**src/pkg/plm_pkg.sv**
```systemverilog
// constants, field layout and mode codes of the port low-nibble mode block
package plm_pkg;

    // =====================================================================
    // register map: printed offsets are indices, byte address is index * 4
    localparam logic [7:0]  PLM_IDX_IRQ_EN   = 8'he5;
    localparam logic [7:0]  PLM_IDX_LOW_MODE = 8'hed;
    localparam logic [7:0]  PLM_IDX_PULLUP   = 8'hee;
    localparam logic [31:0] PLM_ADDR_IRQ_EN   = {22'h000000, PLM_IDX_IRQ_EN, 2'h0};
    localparam logic [31:0] PLM_ADDR_LOW_MODE = {22'h000000, PLM_IDX_LOW_MODE, 2'h0};

    // =====================================================================
    // reset values
    localparam logic [7:0] PLM_RST_IRQ_EN   = 8'h00;
    localparam logic [7:0] PLM_RST_LOW_MODE = 8'h00;

    // =====================================================================
    // field layout: pin n mode at bits 2n+1:2n
    localparam int PLM_MODE_W    = 2;
    localparam int PLM_LOW_PINS  = 4;
    localparam int PLM_PORT_PINS = 8;

    // =====================================================================
    // pin mode codes
    localparam logic [1:0] PLM_MODE_IN_FALL = 2'h0;
    localparam logic [1:0] PLM_MODE_IN_BOTH = 2'h1;
    localparam logic [1:0] PLM_MODE_OUT_PP  = 2'h2;
    localparam logic [1:0] PLM_MODE_IN_RISE = 2'h3;

    // =====================================================================
    // ahb-lite codes
    localparam logic [1:0] PLM_HTRANS_NONSEQ = 2'h2;
    localparam logic [2:0] PLM_HSIZE_WORD    = 3'h2;

    // does an edge (previous -> current level) count as an event in this mode
    function automatic logic plm_edge_hit(input logic [1:0] mode, input logic prev, input logic cur);
        logic rise;
        logic fall;
        rise = ~prev & cur;
        fall = prev & ~cur;
        unique case (mode)
            PLM_MODE_IN_FALL: plm_edge_hit = fall;
            PLM_MODE_IN_BOTH: plm_edge_hit = rise | fall;
            PLM_MODE_IN_RISE: plm_edge_hit = rise;
            PLM_MODE_OUT_PP:  plm_edge_hit = 1'b0;
        endcase
    endfunction : plm_edge_hit

endpackage : plm_pkg

```
**src/core/plm_edge_detect.sv**
```systemverilog
// synchroniser and mode-selected edge detector for the port pins
`timescale 1ns/1ps
module plm_edge_detect #(
    parameter int PINS = 8
) (
    input  wire logic                  ref_clk,   // cpu clock
    input  wire logic                  resetn,    // sync reset, active low
    input  wire logic [PINS-1:0]       pinIn,     // raw pin levels
    input  wire logic [2*PINS-1:0]     pinMode,   // 2-bit mode per pin
    output logic      [PINS-1:0]       edgeHit    // one-cycle edge event per pin
);
    import plm_pkg::*;

    typedef struct packed {
        logic [PINS-1:0] meta;
        logic [PINS-1:0] sync;
        logic [PINS-1:0] prev;
        logic [2:0]      warm;
    } plm_ed_state_t;

    plm_ed_state_t st;
    plm_ed_state_t next_st;

    // =====================================================================
    // state update
    always_comb begin
        next_st      = st;
        next_st.meta = pinIn;
        next_st.sync = st.meta;
        next_st.prev = st.sync;
        // stages come out of reset at zero; hold off the first compare so a pin
        // already high at release does not look like a rise
        next_st.warm = {st.warm[1:0], 1'b1};
        if (!resetn) begin
            next_st = '0;
        end
    end

    always_ff @(posedge ref_clk) begin
        st <= next_st;
    end

    // =====================================================================
    // detection reads only the second and third stages
    always_comb begin
        for (int i = 0; i < PINS; i++) begin
            edgeHit[i] = resetn & st.warm[2] & plm_edge_hit(pinMode[2*i +: 2], st.prev[i], st.sync[i]);
        end
    end

endmodule : plm_edge_detect

```
**src/core/plm_port_ctrl.sv**
```systemverilog
// port low-nibble mode control and port interrupt enable, ahb-lite slave
`timescale 1ns/1ps
module plm_port_ctrl #(
    parameter int PINS = plm_pkg::PLM_PORT_PINS
) (
    input  wire logic              ref_clk,          // cpu clock, 50 mhz
    input  wire logic              resetn,           // sync reset, active low
    // ahb-lite slave
    input  wire logic              hsel,             // slave select
    input  wire logic [31:0]       haddr,            // byte address
    input  wire logic [1:0]        htrans,           // transfer type
    input  wire logic              hwrite,           // write when high
    input  wire logic [2:0]        hsize,            // transfer size
    input  wire logic [31:0]       hwdata,           // write data
    input  wire logic              hready,           // bus ready
    output logic                   hreadyout,        // slave ready
    output logic                   hresp,            // always okay
    output logic [31:0]            hrdata,           // read data
    // pins
    input  wire logic [PINS-1:0]   portPinIn,        // pin levels, asynchronous
    input  wire logic [3:0]        portDataOut,      // output data for low pins
    output logic [3:0]             portPinOut,       // low pin output value
    output logic [3:0]             portPinOe,        // low pin drive enable
    output logic [3:0]             portPullupOn,     // low pin pull-up control
    // neighbours
    input  wire logic [7:0]        portHighPinMode,  // upper-nibble mode register
    input  wire logic [PINS-1:0]   portPullupEnable, // pull-up register contents
    input  wire logic [PINS-1:0]   portIrqPending,   // pending flag register contents
    output logic [PINS-1:0]        portEdgeEvent,    // one-cycle pulse, sets pending flag
    output logic [7:0]             portIrqEnable,    // enable register contents
    output logic [7:0]             portLowPinMode,   // low mode register contents
    output logic                   extIrqSourceFive, // pin 0 request
    output logic                   extIrqSourceSix,  // pin 1 request
    output logic                   extIrqSourceSeven,// pin 2 request
    output logic                   extIrqSourceEight,// pin 3 request
    output logic                   extIrqSourceNine  // pins 4 to 7 request
);
    import plm_pkg::*;

    typedef enum logic [1:0] {
        PLM_SEL_NONE,
        PLM_SEL_IRQ_EN,
        PLM_SEL_LOW_MODE
    } plm_sel_t;

    typedef struct packed {
        logic [7:0]      irqEn;
        logic [7:0]      lowMode;
        logic            wrPend;
        plm_sel_t        wrSel;
        logic [31:0]     rdata;
        logic            ready;
        logic            resp;
        logic [PINS-1:0] event_q;
        logic [4:0]      irq;
        logic [3:0]      oe;
        logic [3:0]      dout;
        logic [3:0]      pull;
    } plm_state_t;

    plm_state_t st;
    plm_state_t next_st;

    logic [PINS-1:0]   edgeHit;
    logic [2*PINS-1:0] allMode;

    // =====================================================================
    // helpers
    function automatic plm_sel_t plm_decode(input logic [31:0] addr);
        if (addr == PLM_ADDR_IRQ_EN) begin
            plm_decode = PLM_SEL_IRQ_EN;
        end else if (addr == PLM_ADDR_LOW_MODE) begin
            plm_decode = PLM_SEL_LOW_MODE;
        end else begin
            plm_decode = PLM_SEL_NONE;
        end
    endfunction : plm_decode

    // read mux; unmapped offsets read as zero
    function automatic logic [7:0] plm_read_mux(input plm_sel_t sel, input logic [7:0] irqEn,
                                                input logic [7:0] lowMode);
        unique case (sel)
            PLM_SEL_IRQ_EN:   plm_read_mux = irqEn;
            PLM_SEL_LOW_MODE: plm_read_mux = lowMode;
            PLM_SEL_NONE:     plm_read_mux = 8'h00;
            default:          plm_read_mux = 8'h00;
        endcase
    endfunction : plm_read_mux

    // drive enables of the low pins, one per 2-bit mode field
    function automatic logic [3:0] plm_oe_mask(input logic [7:0] mode);
        logic [3:0] oe;
        oe = 4'h0;
        for (int i = 0; i < PLM_LOW_PINS; i++) begin
            oe[i] = (mode[2*i +: PLM_MODE_W] == PLM_MODE_OUT_PP);
        end
        plm_oe_mask = oe;
    endfunction : plm_oe_mask

    // pins 0 to 3 own a source each, pins 4 to 7 share the fifth
    function automatic logic [4:0] plm_irq_route(input logic [7:0] req);
        logic [4:0] src;
        src    = 5'h00;
        src[0] = req[0];
        src[1] = req[1];
        src[2] = req[2];
        src[3] = req[3];
        src[4] = |req[7:4];
        plm_irq_route = src;
    endfunction : plm_irq_route

    // =====================================================================
    // edge detection, upper modes come from the neighbouring register
    // upper pins are sensed here too, so source nine sees pins 4 to 7 of the port
    assign allMode = {portHighPinMode, st.lowMode};

    plm_edge_detect #(
        .PINS (PINS)
    ) u_edge (
        .ref_clk (ref_clk),
        .resetn  (resetn),
        .pinIn   (portPinIn),
        .pinMode (allMode),
        .edgeHit (edgeHit)
    );

    // =====================================================================
    // next state
    always_comb begin
        plm_sel_t   sel;
        logic [7:0] rd8;
        logic       take;
        logic [PINS-1:0] req;
        sel     = PLM_SEL_NONE;
        rd8     = 8'h00;
        take    = 1'b0;
        req     = '0;
        next_st = st;

        // data phase of a previous write lands first, so a read taken in the
        // same cycle already sees the new value
        if (st.wrPend) begin
            unique case (st.wrSel)
                PLM_SEL_IRQ_EN:   next_st.irqEn   = hwdata[7:0];
                PLM_SEL_LOW_MODE: next_st.lowMode = hwdata[7:0];
                PLM_SEL_NONE:     next_st.irqEn   = st.irqEn;
                default:          next_st.irqEn   = st.irqEn;
            endcase
        end

        // zero-wait slave: a selected NONSEQ address phase is taken whenever the bus is ready
        take           = hsel & hready & (htrans == PLM_HTRANS_NONSEQ);
        sel            = plm_decode(haddr);
        next_st.wrPend = take & hwrite & (hsize == PLM_HSIZE_WORD);
        next_st.wrSel  = sel;
        next_st.ready  = 1'b1;
        // nothing is refused with an error; unmapped offsets just read zero
        next_st.resp   = 1'b0;

        // read data forwarded from a write still in its data phase
        rd8 = plm_read_mux(sel, next_st.irqEn, next_st.lowMode);
        if (take && !hwrite) begin
            next_st.rdata = {24'h000000, rd8};
        end

        // pulse to the pending register, which holds set-over-clear priority
        next_st.event_q = edgeHit;

        // request only while pending and enabled, pin by pin; the flags live
        // outside, so a clear shows on the sources one cycle after it lands
        req         = portIrqPending & st.irqEn;
        next_st.irq = plm_irq_route(req);

        // pins; drive enable trails the mode register by one cycle
        next_st.oe   = plm_oe_mask(st.lowMode);
        next_st.dout = portDataOut;
        // output pins do not use the pull-up
        next_st.pull = portPullupEnable[3:0] & ~next_st.oe;

        if (!resetn) begin
            next_st         = '0;
            next_st.irqEn   = PLM_RST_IRQ_EN;
            next_st.lowMode = PLM_RST_LOW_MODE;
            next_st.wrSel   = PLM_SEL_NONE;
            // bus stays ready in reset so a master never hangs on it
            next_st.ready   = 1'b1;
        end
    end

    always_ff @(posedge ref_clk) begin
        st <= next_st;
    end

    // =====================================================================
    // outputs, all straight from state
    // hresp is registered too, though only okay is ever answered
    assign hreadyout         = st.ready;
    assign hresp             = st.resp;
    assign hrdata            = st.rdata;
    assign portPinOut        = st.dout;
    assign portPinOe         = st.oe;
    assign portPullupOn      = st.pull;
    assign portEdgeEvent     = st.event_q;
    assign portIrqEnable     = st.irqEn;
    assign portLowPinMode    = st.lowMode;
    assign extIrqSourceFive  = st.irq[0];
    assign extIrqSourceSix   = st.irq[1];
    assign extIrqSourceSeven = st.irq[2];
    assign extIrqSourceEight = st.irq[3];
    assign extIrqSourceNine  = st.irq[4];

endmodule : plm_port_ctrl

```
**config.mk**
```make
export PLATFORM = sky130hd
export DESIGN_NAME = plm_port_ctrl
export DESIGN_NICKNAME = d
export VERILOG_FILES = /design/src/pkg/plm_pkg.sv /design/src/core/plm_edge_detect.sv /design/src/core/plm_port_ctrl.sv
export SDC_FILE = /design/constraint.sdc
export NUM_CORES = 1
export LEC_CHECK = 0
export ABC_AREA = 1
export BUFFER_PORTS_ARGS = -buffer_cell sky130_fd_sc_hd__buf_2
export CORE_MARGIN = 3
export CORE_UTILIZATION = 52
export CTS_BUF_LIST = sky130_fd_sc_hd__clkbuf_2
export DETAILED_ROUTE_END_ITERATION = 16
export PLACE_DENSITY = 0.91
export SLEW_MARGIN = 5
export SYNTH_ARGS = -nofsm -noshare
export SYNTH_HDL_FRONTEND = slang
export SYNTH_SLANG_ARGS = --single-unit
```
**constraint.sdc**
```tcl
create_clock -name ref_clk -period 2 [get_ports ref_clk]
set_input_delay 0.4 -clock ref_clk [delete_from_list [all_inputs] [get_ports ref_clk]]
set_output_delay 0.4 -clock ref_clk [all_outputs]
set_load 0.01 [all_outputs]
```
==> metrics.cfg, run 1 <==
[run_status]
status = complete, no violations

[worst_setup_path]
cp.required_ps = 1600
crit_arrival_ps = 1130
crit_path_top_delay_cell = dfxtp_1
path_depth = 1
endpoint_kind = output port
crit_chain = buf_2
cp_top_family = flip-flops
ff2ff_path_depth = 6
critPathKind = flop to output port
critPathMaxStageDelay_ps = 470
worstPathBufferInverterCount = 1
worst-path-max-fanout = 5
cp-start-kind = flop

[hold_path]
min_delay_path_depth = 3
hold_path_class = primary input to flop

[clocking]
cts_tree = done
cts_max_level = 3
path_clk_slew_ps = 250
post_cts.repair.setup_buffers = 0
ctsHoldBuffers = 0
insertion_delay_ps = 490
cts_resized = 0
root_buffer = clkbuf_2
cts.sinks = 79
cts_made_buffers = 9
cts_max_path_buffers = 2

[placed_design]
place_worst_setup_slack_ps = 334
routabilityCongestion = 0.870
port_buffers = 130
dpl.hpwl_microns = 6690
dpl.cell_count = 693

[yosys]
avgSynthCellArea_sq_um = 7.50
synth-seq-cells = 79
synth-edff-count = 0
synth_compound_area_share_pct = 8.01
synth-simple-area-share_pct = 20.9
yosys.area.top_type = dfxtp_1
synth_xor_area_share_pct = 0
yosysTopAreaCellShare_pct = 40.5
yosys_warnings = 0
yosys-top-cells-area = dfxtp_1 (40%), buf_4 (14%), inv_1 (10%)
synthArstFlopShare_pct = 0
synth.distinct_cells = 29
synth.most_common_cell = inv_1
yosys-top-cells-count = inv_1 (104), nand2_1 (102), dfxtp_1 (79), buf_4 (71), nor2_1 (56)
ys_seq_area_share_pct = 40.5
synth.cell_area_sq_um = 3910
synthAdderAreaFrac_pct = 5.12
synthFlopType = dfxtp_1
synthMuxAreaShare_pct = 0
syn_inst = 521
synth_top_family_by_area = buffers and inverters

[die]
io_pins = 185
rows = 30
die_height_microns = 92.7
core_sq_um = 7020
die_w_microns = 92.7
start_util_pct = 55.7
fp.dieArea_sq_um = 8590

[timing]
slew_viol_final = 0
grt_setup_unrepaired = no
fin_setup_tns_ps = 0
period_share_pct = 76.4
min_period_ps = 1530
tightest_slew_ps = 510
fin_skew_ps = 27.5
maxSlewHeadroom_pct = 65.9
hold_viol_final = 0
setup_violations = 0
max_freq_mhz = 655
setup_ws_ps = 472

[cells_and_area]
diodes = 0
drive_above_1_share_pct = 28.2
instances_no_fill = 709
syn_to_final_growth_pct = 11.6
final_nets = 734

[grt]
gr-total-overflow = 0
grt_util_all_layers_pct = 19.0
antenna_found_initial = 0
grt_pass1_vias = 2991
grt_max_degree = 37
grt_first_pass_wirelength_microns = 13000

[detailed_routing]
via_count = 3134
viasPerCell = 4.42
first_iter_violations = 107
ant_nets = 0
routed_wl_microns = 8310
drc = 0
routedWlPerCell_microns = 11.7
dr.pass1.iters = 4

[power_and_ir_drop]
peakVddDrop_v = 0.000315
power_density_nw_per_um2 = 662
p_leak_nw = 2.55
total_power_w = 0.00288

[run]
max-cap-violations = 0

through the flow:
stage / area [sq um] / utilization (%) / hold WS (ps)
2_1_floorplan: 4000 / - / 390
3_3_place_gp: 4210 / 60.0 / 392
3_5_place_dp: 4210 / 60.0 / 397
4_1_cts: 4360 / 62.1 / 21.1
5_1_grt: 4360 / 62.1 / 22.9
6_report: 4360 / 62.1 / 62.8
flip-flops by register name, summed over array words and instances (netlist names):
| name | cells |
|---|---|
| hrdata | 8 |
| portPinOut | 4 |
| portEdgeEvent | 8 |
| portPullupOn | 4 |
| extIrqSourceSeven | 1 |
| extIrqSourceSix | 1 |
| portIrqEnable | 8 |
| extIrqSourceEight | 1 |
| u_edge.st | 27 |
| extIrqSourceFive | 1 |
| portPinOe | 4 |
| extIrqSourceNine | 1 |
| st | 3 |
| portLowPinMode | 8 |
tightest hold or removal path, cell delays in order:
cell and delay (ps):
buf_2 80, nand2_1 40, inv_1 40
cells in the final DEF (no fill, tap or decap), types with 6 or more instances in the layout:
cell type	Yosys	final
buf_2	2	130
inv_1	104	104
nand2_1	102	102
dfxtp_1	79	79
nor2_1	56	56
conb_1	2	26
ha_1	16	16
nand3_1	12	12
a21oi_1	12	12
o21a_1	11	11
clkbuf_2	0	9
o21ai_2	8	8
o21ai_0	6	6
routing by layer:
layer	vias to the layer above	track usage, %	share of wire, %
li1	1621	-	-
met3	22	4.79	7.3
met5	-	0	0
met4	0	10.9	3.2
met2	130	34.0	51
met1	1361	20.3	39
cell families (layout without fill, tap and decap cells):
| family | after synthesis | count (layout) |
|---|---|---|
| buffers and inverters | 190 | 258 |
| flip-flops | 79 | 79 |
| other | 2 | 26 |
| AND/OR/NAND/NOR | 187 | 187 |
| AO/OA/AOI/OAI | 47 | 47 |
| adder cells (fa/ha/maj) | 16 | 16 |
area by class of cell:
| cell class | instances | area [sq um] |
|---|---|---|
| Clock buffer | 9 | 45.0 |
| Clock inverter | 7 | 104 |
| Fill cell | 606 | 2660 |
| Inverter | 109 | 409 |
| Multi-Input combinational cell | 276 | 1430 |
| Sequential cell | 79 | 1580 |
| Tap cell | 96 | 120 |
| Timing Repair Buffer | 133 | 673 |
final timing paths:
path,from,to,slack [ps]
worst max-delay path,portLowPinMode[4],portLowPinMode[4],470
worst min-delay path,portPinIn[4],u_edge.st[23],60
worst max register to register,st[61],hrdata[4],630
worst min register to register,u_edge.st[21],u_edge.st[13],410
power breakdown:
part	total (W)	internal (W)	switching, W
Combinational	0.000240	0.000103	0.000137
Sequential	0.00163	0.00161	0.0000134
Clock	0.00102	0.000431	0.000587
Total	0.00288	0.00215	0.000737
Note: power is estimated with default switching activity, not from simulation.
==> inputs of run 2 (changes only) <==
CORE_UTILIZATION = 44   (was 52)
PLACE_DENSITY = 0.82   (was 0.91)
clock period = 1.3 ns   (was 2 ns; I/O delays follow)
==> run 2 against run 1 <==
Net effect: the flow now finishes with violations (setup timing); core utilization rose by 1.4 points; via count is 14% higher; power is 64% higher; routed wire length is 27% higher; final area up 23%; global-route usage increased by 1.4 points; register-to-register slack worse by 640 ps; clock power is 71% higher; first-iteration DRC count grew 93%; critical endpoint is now portEdgeEvent[5].
==> metrics.cfg, run 2 (same netlist as run 1, synthesis figures left out) <==
[run_status]
status = finished with violations  ; was complete, no violations
violations = setup timing

[clocking]
cts_max_level = 3  ; unchanged
cts_made_buffers = 9  ; unchanged
root_buffer = clkbuf_2  ; unchanged
cts_max_path_buffers = 2  ; unchanged
insertion_delay_ps = 540  ; was 490 ps
path_clk_slew_ps = 240  ; was 250 ps
cts.sinks = 79  ; unchanged
cts_tree = done  ; unchanged

[timing]
setup_violations = 8  ; was 0
hold_viol_final = 0  ; unchanged
min_period_ps = 1310
fin_skew_ps = 43.6  ; was 27.5 ps
period_share_pct = 101
max_freq_mhz = 761
slew_viol_final = 0  ; unchanged
grt_setup_unrepaired = yes  ; was no
setup_ws_ps = -14.2  ; was 472 ps
hold_ws_ps = 20.6  ; was 62.8 ps
fin_setup_tns_ps = -44.5  ; was 0 ps

[grt]
antenna_found_initial = 0  ; unchanged
grt_first_pass_wirelength_microns = 16200  ; was 13000 microns
grt_max_degree = 16  ; was 37
gr-total-overflow = 0  ; unchanged
grt_util_all_layers_pct = 20.4  ; was 19.0%
grt_pass1_vias = 3560  ; was 2991

[die]
start_util_pct = 46.4  ; was 55.7%
die_height_microns = 100  ; was 92.7 microns
core_sq_um = 8420  ; was 7020 sq um
fp.dieArea_sq_um = 10000  ; was 8590 sq um
die_w_microns = 100  ; was 92.7 microns
io_pins = 185  ; unchanged
rows = 33  ; was 30

[cells_and_area]
largest_reg_flops = 27  ; unchanged
postLayoutCoreUtil_pct = 63.5  ; was 62.1%
final_cell_mix = inv_1 (104), nand2_1 (102), buf_2 (92), nor2_1 (56), dlygate4sd3_1 (41)  ; was buf_2 (130), inv_1 (104), nand2_1 (102), dfxtp_1 (79), nor2_1 (56)
final_common_cell = inv_1  ; was buf_2
syn_to_final_growth_pct = 37.0  ; was 11.6%
fin_area_sq_um = 5350  ; was 4360 sq um
largest-register = u_edge.st  ; unchanged
diodes = 0  ; unchanged
drive_above_1_share_pct = 35.9  ; was 28.2%
instances_no_fill = 784  ; was 709
final_nets = 800  ; was 734

[detailed_routing]
routed_wl_microns = 10600  ; was 8310 microns
first_iter_violations = 206  ; was 107
via_count = 3561  ; was 3134
routedWlPerCell_microns = 13.5  ; was 11.7 microns
dr.pass1.iters = 4  ; unchanged
ant_nets = 0  ; unchanged
viasPerCell = 4.54  ; was 4.42
drc = 0  ; unchanged

[power_and_ir_drop]
clockPowerShare_pct = 36.9  ; was 35.3%
peakVddDrop_v = 0.000410  ; was 0.000315 V
seqPwrFrac_pct = 52.6  ; was 56.4%
p_comb_share_pct = 10.6  ; was 8.3%
p_sw_share_pct = 24.5  ; was 25.6%
p_int_w = 0.00357  ; was 0.00215 W
p_leak_nw = 3.00  ; was 2.55 nW
power_density_nw_per_um2 = 884  ; was 662 nW/um^2
switchingPower_w = 0.00116  ; was 0.000737 W

[placed_design]
dpl.hpwl_microns = 6790  ; was 6690 microns
dpl.cell_count = 709  ; was 693
placed_area_sq_um = 4290  ; was 4210 sq um
port_buffers = 130  ; unchanged
routabilityCongestion = 0.804  ; was 0.870

[worst_setup_path]
worstReg2RegStart = u_edge.st[8]  ; was st[61]
endpoint_kind = flop  ; was output port
crit_arrival_ps = 1800  ; was 1130 ps
cp.required_ps = 1790  ; was 1600 ps
crit_start = u_edge.st[8]  ; was portLowPinMode[4]
cp-start-kind = flop  ; unchanged
worst-path-max-fanout = 2  ; was 5
critPathKind = flop to flop  ; was flop to output port

[hold_path]
hold_path_class = primary input to flop  ; unchanged
hold_start = hwdata[5]  ; was portPinIn[4]

[run]
max-cap-violations = 0  ; unchanged

## run 2: routing by layer
layer  up-vias  GRT usage (%)  part of all wire, %
met4         0           11.2                  3.0
met3        28           5.14                  6.7
met5         -              0                    0
met1      1645           20.1                   37
li1       1759              -                    -
met2       129           38.5                   54
## run 2: per-stage QoR
stage | setup slack (ps) | total power [W]
global placement | -30.6 | 0.00290
global route | -93.7 | 0.00493
detailed placement | -133 | 0.00292
finish | -14.2 | 0.00473
floorplan | 146 | 0.00281
CTS | -30.2 | 0.00472
## run 2: path summary, 6_finish.rpt
path	slack (ps)	end	depth (start not counted)
worst max-delay path	-10	portEdgeEvent[5]	5
worst min-delay path	20	portIrqEnable[5]	3
worst max register to register	-10	portEdgeEvent[5]	5
worst min register to register	430	u_edge.st[17]	2
## run 2: power by group through the flow
| stage | sequential [W] | clock, W | combinational (W) |
|---|---|---|---|
| floorplan | 0.00254 | 0 | 0.000265 |
| global placement | 0.00254 | 0 | 0.000354 |
| detailed placement | 0.00255 | 0 | 0.000375 |
| CTS | 0.00249 | 0.00176 | 0.000464 |
| global route | 0.00250 | 0.00187 | 0.000556 |
| finish | 0.00249 | 0.00174 | 0.000499 |
## run 2: repair_timing
action / 4_1_cts / 5_1_grt
buffers inserted: 15 / 1
gates resized for setup: 59 / 44
endpoints found under the hold margin: 30 / 3
hold buffers: 36 / 5
setup endpoints to repair: 35 / 59
pin swaps: 0 / 0
cloned: 2 / 0
## run 2: area by class of cell
class	instances	area [sq um]
flip-flops and latches	79	1660
inverters	109	409
well taps	105	131
clock inverters	6	115
repair buffers	197	1510
fillers	658	3070
multi-input cells	278	1480
clock buffers	10	50.0
## run 2: worst max-delay path, stage by stage, from the launching register on
cell and delay, ps:
dfxtp_1 410, inv_1 70, ha_1 320, o21ai_0 210, a21oi_1 70, nor3_1 160
==> inputs of run 3 (changes only) <==
SETUP_SLACK_MARGIN = 0.2   (was not set)
==> run 3 against run 2 <==
Net effect: clock skew shrank 13 ps; die area unchanged; non-clock buffer count is the same; the run still ends with setup timing left; sequential share of layout area fell by 0.11 points; register-to-register slack hardly changed; global-route usage shrank 1.1 points; routed wire length is 0.27% lower; critical path type unchanged.
==> metrics.cfg, run 3 (same netlist as run 1, synthesis figures left out) <==
[clocking]
path_clk_slew_ps = 230  ; was 240 ps
cts_tree = done  ; unchanged
cts_max_path_buffers = 2  ; unchanged
cts_made_buffers = 9  ; unchanged
cts_max_level = 3  ; unchanged
root_buffer = clkbuf_2  ; unchanged
insertion_delay_ps = 500  ; was 540 ps
cts.sinks = 79  ; unchanged

[timing]
max_freq_mhz = 756  ; was 761 MHz
setup_ws_ps = -23.2  ; was -14.2 ps
fin_skew_ps = 31.1  ; was 43.6 ps
period_share_pct = 102  ; was 101%
setup_violations = 3  ; was 8
grt_setup_unrepaired = yes  ; unchanged
min_period_ps = 1320  ; was 1310 ps
hold_viol_final = 0  ; unchanged
slew_viol_final = 0  ; unchanged

[grt]
antenna_found_initial = 1  ; was 0
grt_pass1_vias = 3543  ; was 3560
grt_util_all_layers_pct = 19.3  ; was 20.4%
grt_max_degree = 20  ; was 16
grt_first_pass_wirelength_microns = 15300  ; was 16200 microns
gr-total-overflow = 0  ; unchanged

[detailed_routing]
first_iter_violations = 125  ; was 206
dr.pass1.iters = 4  ; unchanged
routed_wl_microns = 10500  ; was 10600 microns
drc = 0  ; unchanged
via_count = 3567  ; was 3561
routedWlPerCell_microns = 13.4  ; was 13.5 microns
viasPerCell = 4.56  ; was 4.54
ant_nets = 0  ; unchanged

[die]
fp.dieArea_sq_um = 10000  ; unchanged
rows = 33  ; unchanged
die_w_microns = 100  ; unchanged
io_pins = 185  ; unchanged
core_sq_um = 8420  ; unchanged
die_height_microns = 100  ; unchanged
start_util_pct = 46.4  ; unchanged

[worst_setup_path]
cp-start-kind = flop  ; unchanged
crit_top_cell = nand2_1
worstPathBufferInverterCount = 2  ; was 1
path_depth = 7  ; was 5
worst-path-max-fanout = 8  ; was 2
critPathMaxStageDelay_ps = 400  ; was 410 ps
crit_path_top_delay_cell = dfxtp_4  ; was dfxtp_1
critPathKind = flop to flop  ; unchanged
cp.required_ps = 1700  ; was 1790 ps
ff2ff_path_depth = 7  ; was 5
crit_chain = nand3b_4 > buf_6 > o21a_1 > nand3_1 > nand2_1 > nand2_1 > inv_1  ; was inv_1 > ha_1 > o21ai_0 > a21oi_1 > nor3_1
endpoint_kind = flop  ; unchanged
cp_top_family = simple AND/OR/NAND/NOR gates  ; was flip-flops
crit_arrival_ps = 1720  ; was 1800 ps

[cells_and_area]
syn_to_final_growth_pct = 38.2  ; was 37.0%
largest-register = u_edge.st  ; unchanged
multi_input_area_sq_um = 1590  ; was 1480 sq um
final_common_cell = nand2_1  ; was inv_1
drive_above_1_share_pct = 42.5  ; was 35.9%
n_fill_cell = 656  ; was 658
final_cell_mix = nand2_1 (98), inv_1 (97), buf_2 (93), nor2_1 (54), dfxtp_2 (45)  ; was inv_1 (104), nand2_1 (102), buf_2 (92), nor2_1 (56), dlygate4sd3_1 (41)
final_nets = 799  ; was 800
largest_reg_flops = 27  ; unchanged
fin_area_sq_um = 5400  ; was 5350 sq um
regArea_sq_um = 1660  ; about the same

[run]
max-cap-violations = 0  ; unchanged

[placed_design]
dpl.hpwl_microns = 6710  ; was 6790 microns
placed_area_sq_um = 4290  ; about the same
routabilityCongestion = 0.852  ; was 0.804
port_buffers = 130  ; unchanged

[hold_path]
hold_path_class = primary input to flop  ; unchanged
min_delay_path_depth = 4  ; was 3

[power_and_ir_drop]
peakVddDrop_v = 0.000553  ; was 0.000410 V
power_density_nw_per_um2 = 830  ; was 884 nW/um^2
p_leak_nw = 2.95  ; was 3.00 nW
total_power_w = 0.00448  ; was 0.00473 W

[run_status]
violations = setup timing  ; unchanged
status = finished with violations  ; unchanged

==> run 3: cell count changes in the layout (fill, tap and decap cells not counted), moves of 7 or more <==
| cell | previous run | this run |
|---|---|---|
| buf_4 | 25 | 33 |
| dfxtp_1 | 36 | 27 |
| dfxtp_2 | 35 | 45 |
| dlygate4sd3_1 | 41 | 32 |
| inv_1 | 104 | 97 |
| inv_2 | 5 | 12 |
==> run 3: layer usage <==
metal  GRT usage [%]  routed length (microns)
met1            18.7                     3700
met5               0                        0
met3            5.91                      804
met2            36.2                     5620
met4            10.2                      407
==> run 3: worst register-to-register path, delay by kind of cell, from the launching register on <==
family	cells	cell delay, ps
and+or+nand+nor	4	450
buffers and inverters	2	200
DFF	1	400
AOI/OAI and AO/OA	1	190
==> run 3: worst paths after layout <==
check	from	slack, ps	endpoint
hold / removal	portHighPinMode[4]	20	portEdgeEvent[6]
setup reg to reg	st[59]	-20	hrdata[5]
setup / recovery	st[59]	-20	hrdata[5]
hold reg to reg	u_edge.st[23]	410	u_edge.st[15]
==> run 3: layout make-up <==
class	instances	area share (%)
flip-flops and latches	79	30.8
multi-input cells	277	29.4
repair buffers	197	27.3
inverters	109	7.58
well taps	105	2.43
clock inverters	5	1.55
clock buffers	10	0.927
diodes	1	0.0463
==> run 3: power breakdown <==
part	switching, W	internal [W]
logic	0.000249	0.000263
clock network	0.000834	0.000636
registers	0.0000323	0.00247
total	0.00112	0.00337
==> run 3: what timing repair did <==
item                                    4_1_cts  5_1_grt
hold endpoints to repair                     27        1
endpoints found under the setup margin       62       71
gates resized for setup                      87       52
hold buffers                                 29        3
pin swaps                                     8       21
buffers inserted                             20        3
gates cloned                                  1        0
==> run 3: metrics by stage <==
step	hold slack, ps	instances	setup WS (ps)	TNS, ps	utilization (%)
4_1_cts	1.02	776	-9.31	-26.4	61.2
6_report	20.4	783	-23.2	-30.8	64.1
3_3_place_gp	393	711	-69.7	-306	50.9
5_1_grt	10.4	783	-91.3	-942	64.1
2_1_floorplan	288	545	178	0	-
3_5_place_dp	396	711	-87.1	-445	50.9
